<file path="src/hw/llpe_pkg.sv">
// Constants and types shared by the link-layer performance event block.
// Summary of operation
// - Tick event code adds one per cycle
// - Tick rate is one eighth of transfer
// - Trigger-out event adds per triggering slot
// - Slots fire from packet match and mask
// - Spawn event counts only candidate response packets
// - Umask bit zero selects successful spawns
// - Umask bits one two four: single failures
// - Umask bits three five six seven: combined failures
// - Shutdown code counts cycles, edge counts entries
// - Power state tracked per direction
// - Half-width code counts receive reduced-width cycles
// - Half-width edge counts unreliable after shutdown
// - Full-operation code counts receive full cycles
// - Full-operation count includes half-width cycles
// - Buffer-skip code counts bypassed flits
// - Credit code adds up to two per cycle
// - Credit umask bits select six message classes
// - Only counters zero to three; umask bits 15:8
package llpe_pkg;

   // ------------------------------------------------------------
   // Event codes
   // ------------------------------------------------------------
   localparam logic [7:0] CODE_TICK      = 8'h14;
   localparam logic [7:0] CODE_TRIGGER   = 8'h38;
   localparam logic [7:0] CODE_SPAWN     = 8'h13;
   localparam logic [7:0] CODE_OFF       = 8'h12;
   localparam logic [7:0] CODE_HALF      = 8'h10;
   localparam logic [7:0] CODE_FULL      = 8'h0f;
   localparam logic [7:0] CODE_SKIP      = 8'h09;
   localparam logic [7:0] CODE_CREDIT    = 8'h1e;

   // ------------------------------------------------------------
   // Register map (byte addresses) and select fields
   // ------------------------------------------------------------
   localparam int         NUM_CTR        = 4;
   localparam logic [7:0] ADDR_SEL0      = 8'h00;
   localparam logic [7:0] ADDR_CTR0      = 8'h10;
   localparam logic [7:0] ADDR_FILT0     = 8'h20;
   localparam logic [7:0] ADDR_STATUS    = 8'h30;
   localparam int         SEL_CODE_LSB   = 0;
   localparam int         SEL_UMASK_LSB  = 8;
   localparam int         SEL_EDGE_BIT   = 18;
   localparam int         SEL_EN_BIT     = 22;
   localparam int         SEL_EXT_BIT    = 21;
   localparam logic [31:0] SEL_RESET     = 32'h0000_0000;
   localparam logic [31:0] CTR_RESET     = 32'h0000_0000;
   localparam logic [31:0] FILT_RESET    = 32'h0000_0000;

   // ------------------------------------------------------------
   // Filter field widths and offset, link clock divide ratio
   // ------------------------------------------------------------
   localparam int FIRST_W  = 18;
   localparam int SECOND_LSB = 16;
   localparam int SECOND_W = 4;
   localparam int LINK_DIV = 8;

   // ------------------------------------------------------------
   // Receive and transmit power states
   // ------------------------------------------------------------
   typedef enum logic [1:0] {
      PWR_FULL = 2'h0,
      PWR_HALF = 2'h1,
      PWR_OFF  = 2'h2
   } llpe_pwr_t;

endpackage

</file>
<file path="src/hw/llpe_event_sources.sv">
// Link-layer performance event sources with four APB-visible counters.
//
// The register offsets and the APB interface to the registers were decided locally.
`timescale 1ns/10ps
module llpe_event_sources (
   input  wire logic               pclk,
   input  wire logic               presetn,
   input  wire logic               psel,
   input  wire logic               penable,
   input  wire logic               pwrite,
   input  wire logic [7:0]         paddr,
   input  wire logic [31:0]        pwdata,
   output logic      [31:0]        prdata,
   output logic                    pready,
   output logic                    pslverr,
   input  wire logic               pkt_valid,
   input  wire logic [19:0]        pkt_header,
   input  wire logic               spawn_valid,
   input  wire logic               spawn_candidate,
   input  wire logic               spawn_credit_ok,
   input  wire logic               spawn_rbt_valid,
   input  wire logic               spawn_rbt_hit,
   input  wire logic [1:0]         rx_power_state,
   input  wire logic [1:0]         tx_power_state,
   input  wire logic               rx_buffer_skip,
   input  wire logic [5:0]         credit_port_a,
   input  wire logic [5:0]         credit_port_b,
   output logic                    link_tick
);
   import llpe_pkg::*;

   // ------------------------------------------------------------
   // Link clock enable, one pulse per eight pclk cycles
   // ------------------------------------------------------------
   logic [2:0] div_reg;
   logic [2:0] div_next;
   logic       tick_reg;
   logic       tick_next;

   always_comb begin
      div_next  = div_reg + 3'h1;
      tick_next = (div_reg == 3'(LINK_DIV - 1));
   end

   always_ff @(posedge pclk or negedge presetn) begin
      if (!presetn) begin
         div_reg  <= 3'h0;
         tick_reg <= 1'b0;
      end else begin
         div_reg  <= div_next;
         tick_reg <= tick_next;
      end
   end

   assign link_tick = tick_reg;

   // ------------------------------------------------------------
   // Registers
   // ------------------------------------------------------------
   logic [31:0] sel_reg   [NUM_CTR];
   logic [31:0] sel_next  [NUM_CTR];
   logic [31:0] ctr_reg   [NUM_CTR];
   logic [31:0] ctr_next  [NUM_CTR];
   logic [31:0] filt_reg  [4];
   logic [31:0] filt_next [4];
   logic        prev_reg  [NUM_CTR];
   logic        prev_next [NUM_CTR];
   logic [31:0] rdata_reg;
   logic [31:0] rdata_next;
   logic        err_reg;
   logic        err_next;
   llpe_pwr_t   rx_pwr_reg;
   llpe_pwr_t   rx_pwr_next;
   llpe_pwr_t   tx_pwr_reg;
   llpe_pwr_t   tx_pwr_next;

   // Two-stage synchronisers on the power-state inputs.
   logic [1:0] rx_s1_reg;
   logic [1:0] tx_s1_reg;

   function automatic logic [1:0] event_increment(
      input logic [31:0] sel,
      input logic        trig_a,
      input logic        trig_b,
      input logic        spawn_hit,
      input logic        off_now,
      input logic        half_now,
      input logic        full_now,
      input logic        skip_now,
      input logic [1:0]  credit_cnt,
      input logic        link_en
   );
      logic [7:0] code;
      logic       ext;
      logic [1:0] inc;
      code = sel[SEL_CODE_LSB +: 8];
      ext  = sel[SEL_EXT_BIT];
      inc  = 2'h0;
      if (link_en) begin
         unique case (code)
            CODE_TICK:    inc = {1'b0, !ext};
            CODE_TRIGGER: inc = ext ? (2'({1'b0, trig_a}) + 2'({1'b0, trig_b})) : 2'h0;
            CODE_SPAWN:   inc = {1'b0, !ext && spawn_hit};
            CODE_OFF:     inc = {1'b0, !ext && off_now};
            CODE_HALF:    inc = {1'b0, !ext && half_now};
            CODE_FULL:    inc = {1'b0, !ext && full_now};
            CODE_SKIP:    inc = {1'b0, !ext && skip_now};
            CODE_CREDIT:  inc = ext ? credit_cnt : 2'h0;
            default:      inc = 2'h0;
         endcase
      end
      return inc;
   endfunction

   // ------------------------------------------------------------
   // Event conditions
   // ------------------------------------------------------------
   logic       trig_a;
   logic       trig_b;
   logic [7:0] spawn_class;
   logic       off_now;
   logic       half_now;
   logic       full_now;
   logic [1:0] credit_cnt [NUM_CTR];

   always_comb begin
      trig_a = pkt_valid && (((pkt_header[FIRST_W-1:0] ^ filt_reg[0][FIRST_W-1:0])
               & filt_reg[1][FIRST_W-1:0]) == '0);
      trig_b = pkt_valid && (((pkt_header[SECOND_LSB +: SECOND_W] ^ filt_reg[2][SECOND_LSB +: SECOND_W])
               & filt_reg[3][SECOND_LSB +: SECOND_W]) == '0);
      spawn_class = 8'h00;
      if (spawn_valid && spawn_candidate) begin
         unique case ({spawn_credit_ok, spawn_rbt_valid, spawn_rbt_hit})
            3'b111:  spawn_class = 8'h01;
            3'b011:  spawn_class = 8'h02;
            3'b101:  spawn_class = 8'h04;
            3'b110:  spawn_class = 8'h10;
            3'b001:  spawn_class = 8'h08;
            3'b010:  spawn_class = 8'h20;
            3'b100:  spawn_class = 8'h40;
            default: spawn_class = 8'h80;
         endcase
      end
      off_now  = (rx_pwr_reg == PWR_OFF) || (tx_pwr_reg == PWR_OFF);
      half_now = (rx_pwr_reg == PWR_HALF);
      full_now = (rx_pwr_reg == PWR_FULL) || half_now;
   end

   // ------------------------------------------------------------
   // Counters, one per select register
   // ------------------------------------------------------------
   logic [1:0] inc_raw [NUM_CTR];
   logic       wr_en;
   logic       rd_en;

   assign wr_en = psel && penable && pwrite;
   assign rd_en = psel && penable && !pwrite;

   generate
      for (genvar g = 0; g < NUM_CTR; g++) begin : g_ctr
         always_comb begin
            logic [7:0] um;
            um = sel_reg[g][SEL_UMASK_LSB +: 8];
            credit_cnt[g] = 2'(((credit_port_a & um[5:0]) != '0))
                          + 2'(((credit_port_b & um[5:0]) != '0));
            inc_raw[g] = event_increment(sel_reg[g], trig_a, trig_b, (spawn_class & um) != '0,
                                         off_now, half_now, full_now, rx_buffer_skip,
                                         credit_cnt[g], tick_reg);
            prev_next[g] = tick_reg ? (inc_raw[g] != 2'h0) : prev_reg[g];
            ctr_next[g]  = ctr_reg[g];
            sel_next[g]  = sel_reg[g];
            if (sel_reg[g][SEL_EN_BIT]) begin
               if (sel_reg[g][SEL_EDGE_BIT])
                  ctr_next[g] = ctr_reg[g] + 32'((tick_reg && inc_raw[g] != 2'h0 && !prev_reg[g]));
               else
                  ctr_next[g] = ctr_reg[g] + 32'(inc_raw[g]);
            end
            if (wr_en && paddr == ADDR_SEL0 + 8'(4 * g))
               sel_next[g] = pwdata;
            if (wr_en && paddr == ADDR_CTR0 + 8'(4 * g))
               ctr_next[g] = pwdata;
         end
      end
   endgenerate

   // ------------------------------------------------------------
   // APB slave
   // ------------------------------------------------------------
   always_comb begin
      rdata_next = 32'h0000_0000;
      err_next   = 1'b1;
      for (int i = 0; i < 4; i++) begin
         filt_next[i] = filt_reg[i];
         if (paddr == ADDR_FILT0 + 8'(4 * i)) begin
            err_next   = 1'b0;
            rdata_next = filt_reg[i];
            if (wr_en)
               filt_next[i] = pwdata;
         end
      end
      for (int i = 0; i < NUM_CTR; i++) begin
         if (paddr == ADDR_SEL0 + 8'(4 * i)) begin
            err_next   = 1'b0;
            rdata_next = sel_reg[i];
         end
         if (paddr == ADDR_CTR0 + 8'(4 * i)) begin
            err_next   = 1'b0;
            rdata_next = ctr_reg[i];
         end
      end
      if (paddr == ADDR_STATUS) begin
         err_next   = 1'b0;
         rdata_next = {28'h0, tx_pwr_reg, rx_pwr_reg};
      end
      if (!(psel && !penable)) begin
         rdata_next = rdata_reg;
         err_next   = err_reg;
      end
      rx_pwr_next = llpe_pwr_t'(rx_s1_reg == 2'h3 ? 2'h2 : rx_s1_reg);
      tx_pwr_next = llpe_pwr_t'(tx_s1_reg == 2'h3 ? 2'h2 : tx_s1_reg);
   end

   always_ff @(posedge pclk or negedge presetn) begin
      if (!presetn) begin
         for (int i = 0; i < NUM_CTR; i++) begin
            sel_reg[i]  <= SEL_RESET;
            ctr_reg[i]  <= CTR_RESET;
            prev_reg[i] <= 1'b0;
         end
         for (int i = 0; i < 4; i++)
            filt_reg[i] <= FILT_RESET;
         rdata_reg  <= 32'h0000_0000;
         err_reg    <= 1'b0;
         rx_s1_reg  <= 2'h0;
         tx_s1_reg  <= 2'h0;
         rx_pwr_reg <= PWR_FULL;
         tx_pwr_reg <= PWR_FULL;
      end else begin
         for (int i = 0; i < NUM_CTR; i++) begin
            sel_reg[i]  <= sel_next[i];
            ctr_reg[i]  <= ctr_next[i];
            prev_reg[i] <= prev_next[i];
         end
         for (int i = 0; i < 4; i++)
            filt_reg[i] <= filt_next[i];
         rdata_reg  <= rdata_next;
         err_reg    <= err_next;
         rx_s1_reg  <= rx_power_state;
         tx_s1_reg  <= tx_power_state;
         rx_pwr_reg <= rx_pwr_next;
         tx_pwr_reg <= tx_pwr_next;
      end
   end

   assign pready  = 1'b1;
   assign prdata  = rdata_reg;
   assign pslverr = psel && penable && err_reg;

endmodule // llpe_event_sources

</file>
<file path="config.mk">
export PLATFORM = sky130hd
export DESIGN_NAME = llpe_event_sources
export DESIGN_NICKNAME = d
export VERILOG_FILES = /design/src/hw/llpe_pkg.sv /design/src/hw/llpe_event_sources.sv
export SDC_FILE = /design/constraint.sdc
export NUM_CORES = 1
export LEC_CHECK = 0
export BUFFER_PORTS_ARGS = -buffer_cell sky130_fd_sc_hd__buf_2
export CORE_MARGIN = 10
export CORE_UTILIZATION = 23
export CTS_BUF_LIST = sky130_fd_sc_hd__clkbuf_4
export DETAILED_ROUTE_END_ITERATION = 6
export PLACE_DENSITY = 0.4
export SYNTH_ARGS = -nofsm -noshare
export SYNTH_HDL_FRONTEND = slang
export SYNTH_SLANG_ARGS = --single-unit
</file>
<file path="constraint.sdc">
create_clock -name pclk -period 4.5 [get_ports pclk]
set_input_delay 0.225 -clock pclk [delete_from_list [all_inputs] [get_ports pclk]]
set_output_delay 0.225 -clock pclk [all_outputs]
set_load 0.1 [all_outputs]
</file>
== After elaboration in Yosys (flattened, before gate mapping) ==
Index checks and enable logic that the tools add are counted.

* Word-level logic and storage cells: 251
* Register bits after elaboration: 433
* Input port bits: 88

* Add/sub/neg operators: 14
* Mux-type cells: 58
* Reduce and logical (&&, ||, !) cells: 82
* Bitwise operators: 16
* Equality and inequality tests: 57

{| class="wikitable"
|+ Operator list
! cell !! count
|-
| 32-bit 2-to-1 mux || 25
|-
| 8-bit by 5-bit == test with 1-bit output, second input constant || 24
|-
| 32-bit by 1-bit adder with 32-bit output || 4
|-
| 32-bit by 2-bit adder with 32-bit output || 4
|-
| 8-bit by 4-bit == test with 1-bit output, second input constant || 10
|-
| 8-bit by 6-bit == test with 1-bit output, second input constant || 9
|-
| 2-bit one-hot mux with 8 select lines || 4
|-
| 8-bit one-hot mux with 7 select lines || 1
|-
| 6-bit AND || 8
|-
| 6-bit nonzero test || 8
|-
| 1-bit logical AND || 43
|-
| 8-bit AND || 4
|-
| 8-bit nonzero test || 4
|-
| 2-bit 2-to-1 mux || 14
|-
| 18-bit AND || 1
|-
| 18-bit zero test || 1
|-
| 18-bit XOR || 1
|-
| 2-bit nonzero test || 8
|-
| 3-bit == test, second input constant || 5
|-
| 1-bit 2-to-1 mux || 13
|-
| 1-bit by 1-bit adder with 2-bit output || 5
|-
| 1-bit zero test || 9
|-
| 2-bit == test, second input constant || 4
|-
| 8-bit by 3-bit == test with 1-bit output, second input constant || 1
|-
| 12 further kinds || 17
|}

== Longest topological paths before layout ==
* Word-level depth: 15
* Depth in mapped cells: 19
* Mapped depth without buffers: 19

== Least setup slack after synthesis ==
No wires, ideal clock.

* Path type: reg-to-reg
* Start point: register filt_reg[102] in the netlist's numbering
* End point: register ctr_reg[94] in the netlist's numbering
* Stages on the path, launching flop included: 20
* Data required time: 4.366 ns
* Path buffers: 1
* Slack: 0.567 ns
* Clock period less this slack: 3.933 ns
* Arrival: 3.799 ns
* Cell sequence: dfrtp_1 -> xor2_1 -> a22o_1 -> a221oi_1 -> nand4_1 -> nor2_1 -> ha_1 -> a22o_1 -> nand4_1 -> or2_2 -> a22oi_1 -> ha_1 -> inv_1 -> fa_1 -> nand2b_1 -> or4b_1 -> clkbuf_1 -> nor3_1 -> xnor2_1 -> o21ai_0

* Cells in the longest elaborated chain, start to end: 15
* Elaborated cells on any way between the ends: 16
* Those cells by class: add/sub (3); mux (6); bitwise (2); reduce/logical (5)

{| class="wikitable"
|+ RTL lines
! what !! RTL line !! text
|-
| start, declared || llpe_event_sources.sv:64 || <nowiki>logic [31:0] filt_reg [4];</nowiki>
|-
| start signal, assigned by index || llpe_event_sources.sv:245 || <nowiki>filt_reg[i] <= filt_next[i];</nowiki>
|-
| 18-bit XOR (*) || llpe_event_sources.sv:127 || <nowiki>trig_a = pkt_valid && (((pkt_header[FIRST_W-1:0] ^ filt_reg[0][FIRST_W-1:0])</nowiki>
|-
| 18-bit AND (*) || llpe_event_sources.sv:128 || <nowiki>& filt_reg[1][FIRST_W-1:0]) == '0);</nowiki>
|-
| 18-bit zero test (*) || llpe_event_sources.sv:127 ||
|-
| 1-bit logical AND (*) || llpe_event_sources.sv:127 ||
|-
| 1-bit by 1-bit adder with 2-bit output (*) || llpe_event_sources.sv:102 || <nowiki>CODE_TRIGGER: inc = ext ? (2'({1'b0, trig_a}) + 2'({1'b0, trig_b})) : 2'h0;</nowiki>
|-
| 2-bit 2-to-1 mux (*) || llpe_event_sources.sv:102 ||
|-
| 2-bit one-hot mux with 8 select lines (*) || llpe_event_sources.sv:100 || <nowiki>unique case (code)</nowiki>
|-
| 2-bit 2-to-1 mux (*) || llpe_event_sources.sv:99 || <nowiki>if (link_en) begin</nowiki>
|-
| 2-bit nonzero test || llpe_event_sources.sv:174 || <nowiki>ctr_next[g] = ctr_reg[g] + 32'((tick_reg && inc_raw[g] != 2'h0 && !prev_reg[g]));</nowiki>
|-
| 1-bit logical AND (2 in a row) || llpe_event_sources.sv:174 ||
|-
| 32-bit by 1-bit adder with 32-bit output || llpe_event_sources.sv:174 ||
|-
| 32-bit 2-to-1 mux (*) || llpe_event_sources.sv:173 || <nowiki>if (sel_reg[g][SEL_EDGE_BIT])</nowiki>
|-
| 32-bit 2-to-1 mux (*) || llpe_event_sources.sv:172 || <nowiki>if (sel_reg[g][SEL_EN_BIT]) begin</nowiki>
|-
| 32-bit 2-to-1 mux (*) || llpe_event_sources.sv:180 || <nowiki>if (wr_en && paddr == ADDR_CTR0 + 8'(4 * g))</nowiki>
|-
| end signal, assigned by index || llpe_event_sources.sv:241 || <nowiki>ctr_reg[i] <= ctr_next[i];</nowiki>
|-
| end, declared || llpe_event_sources.sv:62 || <nowiki>logic [31:0] ctr_reg [NUM_CTR];</nowiki>
|}

Mark *: on every way between the ends. The rest lies on a longest branch, timed or not. The select of a mux whose other input is x is not followed.
A chain may end at the register's enable or synchronous reset.

== Worst setup path in the final report ==
* Start point: register filt_reg[111] in the netlist's numbering
* End point: register ctr_reg[94] in the netlist's numbering

The elaborated chain is that of the path after synthesis.

==> flow_summary_export.csv <==
group,metric,value,unit
worst_hold_path,hold_end,"prev_reg[0]$_DFFE_PN0P_",
clocking,clockBufferDepth,3,
power,power,0.00879,W
setup_path,path_class,"register to register",
layout,drive_gt1_share,27.9,%
power,vdd_drop_max,0.000159,V
detailed_routing,drt_wl_total,96500,microns
global_routing,grt_util_met2,25.9,%
detailed_routing,wl_per_cell,23.8,microns
sta,tns,0,ns
detailed_routing,vias,20200,
setup_path,r2r_cells,19,
sta,hold_viol_final,0,
setup_path,critical_path_buf_inv_count,2,
clocking,clock_latency,1.01,ns
die,ios,123,
sta,post-route-min-period,4.26,ns
global_routing,grt.total_usage,16.2,%
sta,slew_viol_final,0,
detailed_routing,drt_pass1_iterations,5,
logic_synthesis,ys.flop_type,"dfrtp_1",
logic_synthesis,yosysSeqAreaShare,45.6,%
setup_path,cp_cell_sequence,"xor2_1 > a22o_1 > a221oi_1 > nand4_1 > nor2_1 > buf_4 > ha_4 > a22o_1 > nand4_1 > or2_4 > a22oi_2 > ha_2 > inv_1 > fa_2 > nand2b_4 > or4b_4 > nor3_4 > xnor2_1 > o21ai_0",
run,maxCapViolCount,0,
sta,max_freq,0.235,GHz
logic_synthesis,async_reset_ff_share,100,%
die,coreArea,102000,sq um
setup_path,cp-end-kind,"register",
logic_synthesis,synth_area,23800,sq um
sta,setup_ws,0.236,ns
logic_synthesis,ys_types,75,
setup_path,worstSetupStartpointType,"register",
place,dp_hpwl,68600,microns
clocking,numCtsBuffers,136,
sta,rsz0062_at_grt,"false",
worst_hold_path,min-delay-start,"spawn_rbt_valid",
setup_path,crit_slowest_cell,"or4b_4",
setup_path,cp.arrival,5.12,ns
logic_synthesis,ys_warn_count,0,
layout,area_growth,19.4,%
global_routing,met3_usage,3.35,%
clocking,clock-root-buffer,"clkbuf_4",
logic_synthesis,synth_nets,2508,
power,power_density,310,nW/um^2
global_routing,grt_max_degree,122,
worst_hold_path,hp-class,"primary input to register",
die,die_h,341,microns
detailed_routing,viasPerCell,4.98,
die,fp.dieW,341,microns
global_routing,antenna_found_initial,11,
global_routing,grt_pass1_wl,142000,microns
setup_path,timing.rr.end,"ctr_reg[94]$_DFFE_PN0P_",
detailed_routing,first_iter_violations,1339,
setup_path,regToRegSetupSlack,0.24,ns
logic_synthesis,avgSynthCellArea,9.89,sq um
setup_path,cp_max_fo,6,
sta,finalCritPeriodShare,94.8,%
detailed_routing,drtAntennaViolNets,0,
sta,tightestPinTransition,1.11,ns
die,start_util,23.2,%
die,dieArea,117000,sq um
clocking,cts_sinks,433,
setup_path,crit_required,5.36,ns
logic_synthesis,synth_seq_cells,433,
setup_path,slowest_delay,0.62,ns
logic_synthesis,synth_cells,2401,
setup_path,cp_top_family,"simple AND/OR/NAND/NOR gates",
place,pre_cts_ws,-0.198,ns
global_routing,use_met1,21.1,%
clocking,htree_levels,4,
worst_hold_path,holdPathStages,5,
sta,setup_viol,0,
die,placementRows,117,
place,port_buffers,121,
global_routing,grt_pass1_vias,20700,
layout,fin_nets,2716,
power,p_leak,12.8,nW
status,outcome,"finished, final reports clean",
sta,max_slew_margin,25.6,%
detailed_routing,drc,0,
logic_synthesis,synth_top_area_share,45.6,%
place,gp_congestion,0.862,
logic_synthesis,synth_top_area_cell,"dfrtp_1",
clocking,clkTransAtPathRegs,0.07,ns
clocking,tritoncts,"done",
global_routing,grt_overflow_total,0,
logic_synthesis,synth_area_leaders,"dfrtp_1 (46%), mux2_2 (13%), o21ai_0 (3.7%), xor2_1 (3.6%), nand2_1 (3.5%)",
logic_synthesis,synth_edf_count,0,
global_routing,grt-busiest-layer,"met2",
setup_path,r2r_start,"filt_reg[111]$_DFFE_PN0P_",
sta,finClkSkew,0.0670,ns
## logic make-up (layout without fill, tap and decap cells)
kind of cell / count (synthesis) / count (layout) / synth area share, %
other cells: 1 / 4 / 0.0158
mux: 309 / 309 / 14.9
fa+ha+maj: 19 / 19 / 1.13
compound gates: 558 / 558 / 14.6
buf+inv: 217 / 504 / 3.68
simple gates: 721 / 721 / 14.7
flops: 433 / 433 / 45.6
xor+xnor: 143 / 143 / 5.27
## synth_stat cells (7+ instances only)
cell type	number
or2_2	9
clkbuf_1	132
o21a_1	7
o32a_1	16
and2_1	9
a2bb2oi_1	26
a21o_1	12
nand2_1	221
and3_1	51
a22oi_1	35
inv_1	30
a31oi_1	16
dfrtp_1	433
o21ai_0	174
buf_1	21
o22ai_1	36
xnor2_1	45
mux4_2	8
nand2b_1	12
or3_1	14
mux2i_1	17
xor2_1	98
mux2_2	283
o31ai_1	14
o221ai_1	7
nor4_1	15
nor2b_1	21
nand3_1	75
o32ai_1	12
a21oi_1	143
a211oi_1	9
nor3_1	33
ha_1	15
nand4_1	34
nor2_1	183
buf_2	30
## layout by cell type, fill, tap and decap left out, types with 14 or more instances in the layout
cell,n
dfrtp_1,433
mux2_2,283
nand2_1,220
clkbuf_4,183
o21ai_0,174
nor2_1,173
a21oi_1,143
buf_2,118
xor2_1,98
buf_4,79
nand3_1,73
dlygate4sd3_1,53
and3_1,51
xnor2_1,45
o22ai_1,36
nand4_1,34
a22oi_1,33
inv_1,30
nor3_1,29
a2bb2oi_1,25
nor2b_1,19
mux2i_1,17
a31oi_1,16
o32a_1,16
clkinv_1,16
or3_1,14
o31ai_1,14
## cell type report
class,instances,area (sq um)
clock inverter,34,234
sequential,433,10800
clock buffer,183,1370
multi-input combinational,1751,12200
inverter,30,113
timing repair buffer,257,1860
antenna,3,7.51
tap,1368,1710
fill,11000,73800
## worst max-delay path by stage
stage                                         start                      end  slack (ns)  cells after the start
after global routing      filt_reg[111]$_DFFE_PN0P_  ctr_reg[20]$_DFFE_PN0P_        0.02                     21
final                     filt_reg[111]$_DFFE_PN0P_  ctr_reg[94]$_DFFE_PN0P_        0.24                     19
after global placement    filt_reg[102]$_DFFE_PN0P_  ctr_reg[92]$_DFFE_PN0P_       -0.25                     19
after detailed placement  filt_reg[102]$_DFFE_PN0P_  ctr_reg[92]$_DFFE_PN0P_       -0.20                     19
after floorplan           filt_reg[102]$_DFFE_PN0P_  ctr_reg[94]$_DFFE_PN0P_        0.57                     19
after CTS                 filt_reg[102]$_DFFE_PN0P_  ctr_reg[90]$_DFFE_PN0P_     -0.0002                     19
## through the flow
step                cells  cell area (sq um)  hold WS (ns)  utilization [%]
floorplan            2401              23800       -0.0706                -
global route         4057              28400         0.106             27.7
detailed placement   3783              26000         0.339             25.5
global placement     3783              26000         0.343             25.5
finish               4059              28400         0.129             27.8
CTS                  4054              28200        0.0163             27.6
## worst min-delay path: stages
cell	delay [ns]
buf_2	0.22
a21oi_1	0.18
o31a_1	0.16
o311ai_1	0.16
nand3_1	0.12
## timing repair
item	CTS	global route
hold buffers	54	0
gates resized for setup	6	22
hold endpoints to repair	726	0
gates cloned	0	0
pin swaps	0	10
setup buffers	0	2
setup endpoints to repair	9	35
## layer usage
| metal | share of wire (%) | vias up |
|---|---|---|
| met5 | 0.059 | - |
| met2 | 46 | 680 |
| met1 | 45 | 10200 |
| met4 | 3.4 | 8 |
| met3 | 5.4 | 177 |
| li1 | - | 9139 |
## where the power goes
part           internal [W]  leakage, nW  switching [W]
Sequential          0.00397         5.95      0.0000819
Combinational      0.000240         5.88       0.000577
Clock               0.00204        0.955        0.00188
Power figures use the tool's default switching activity.
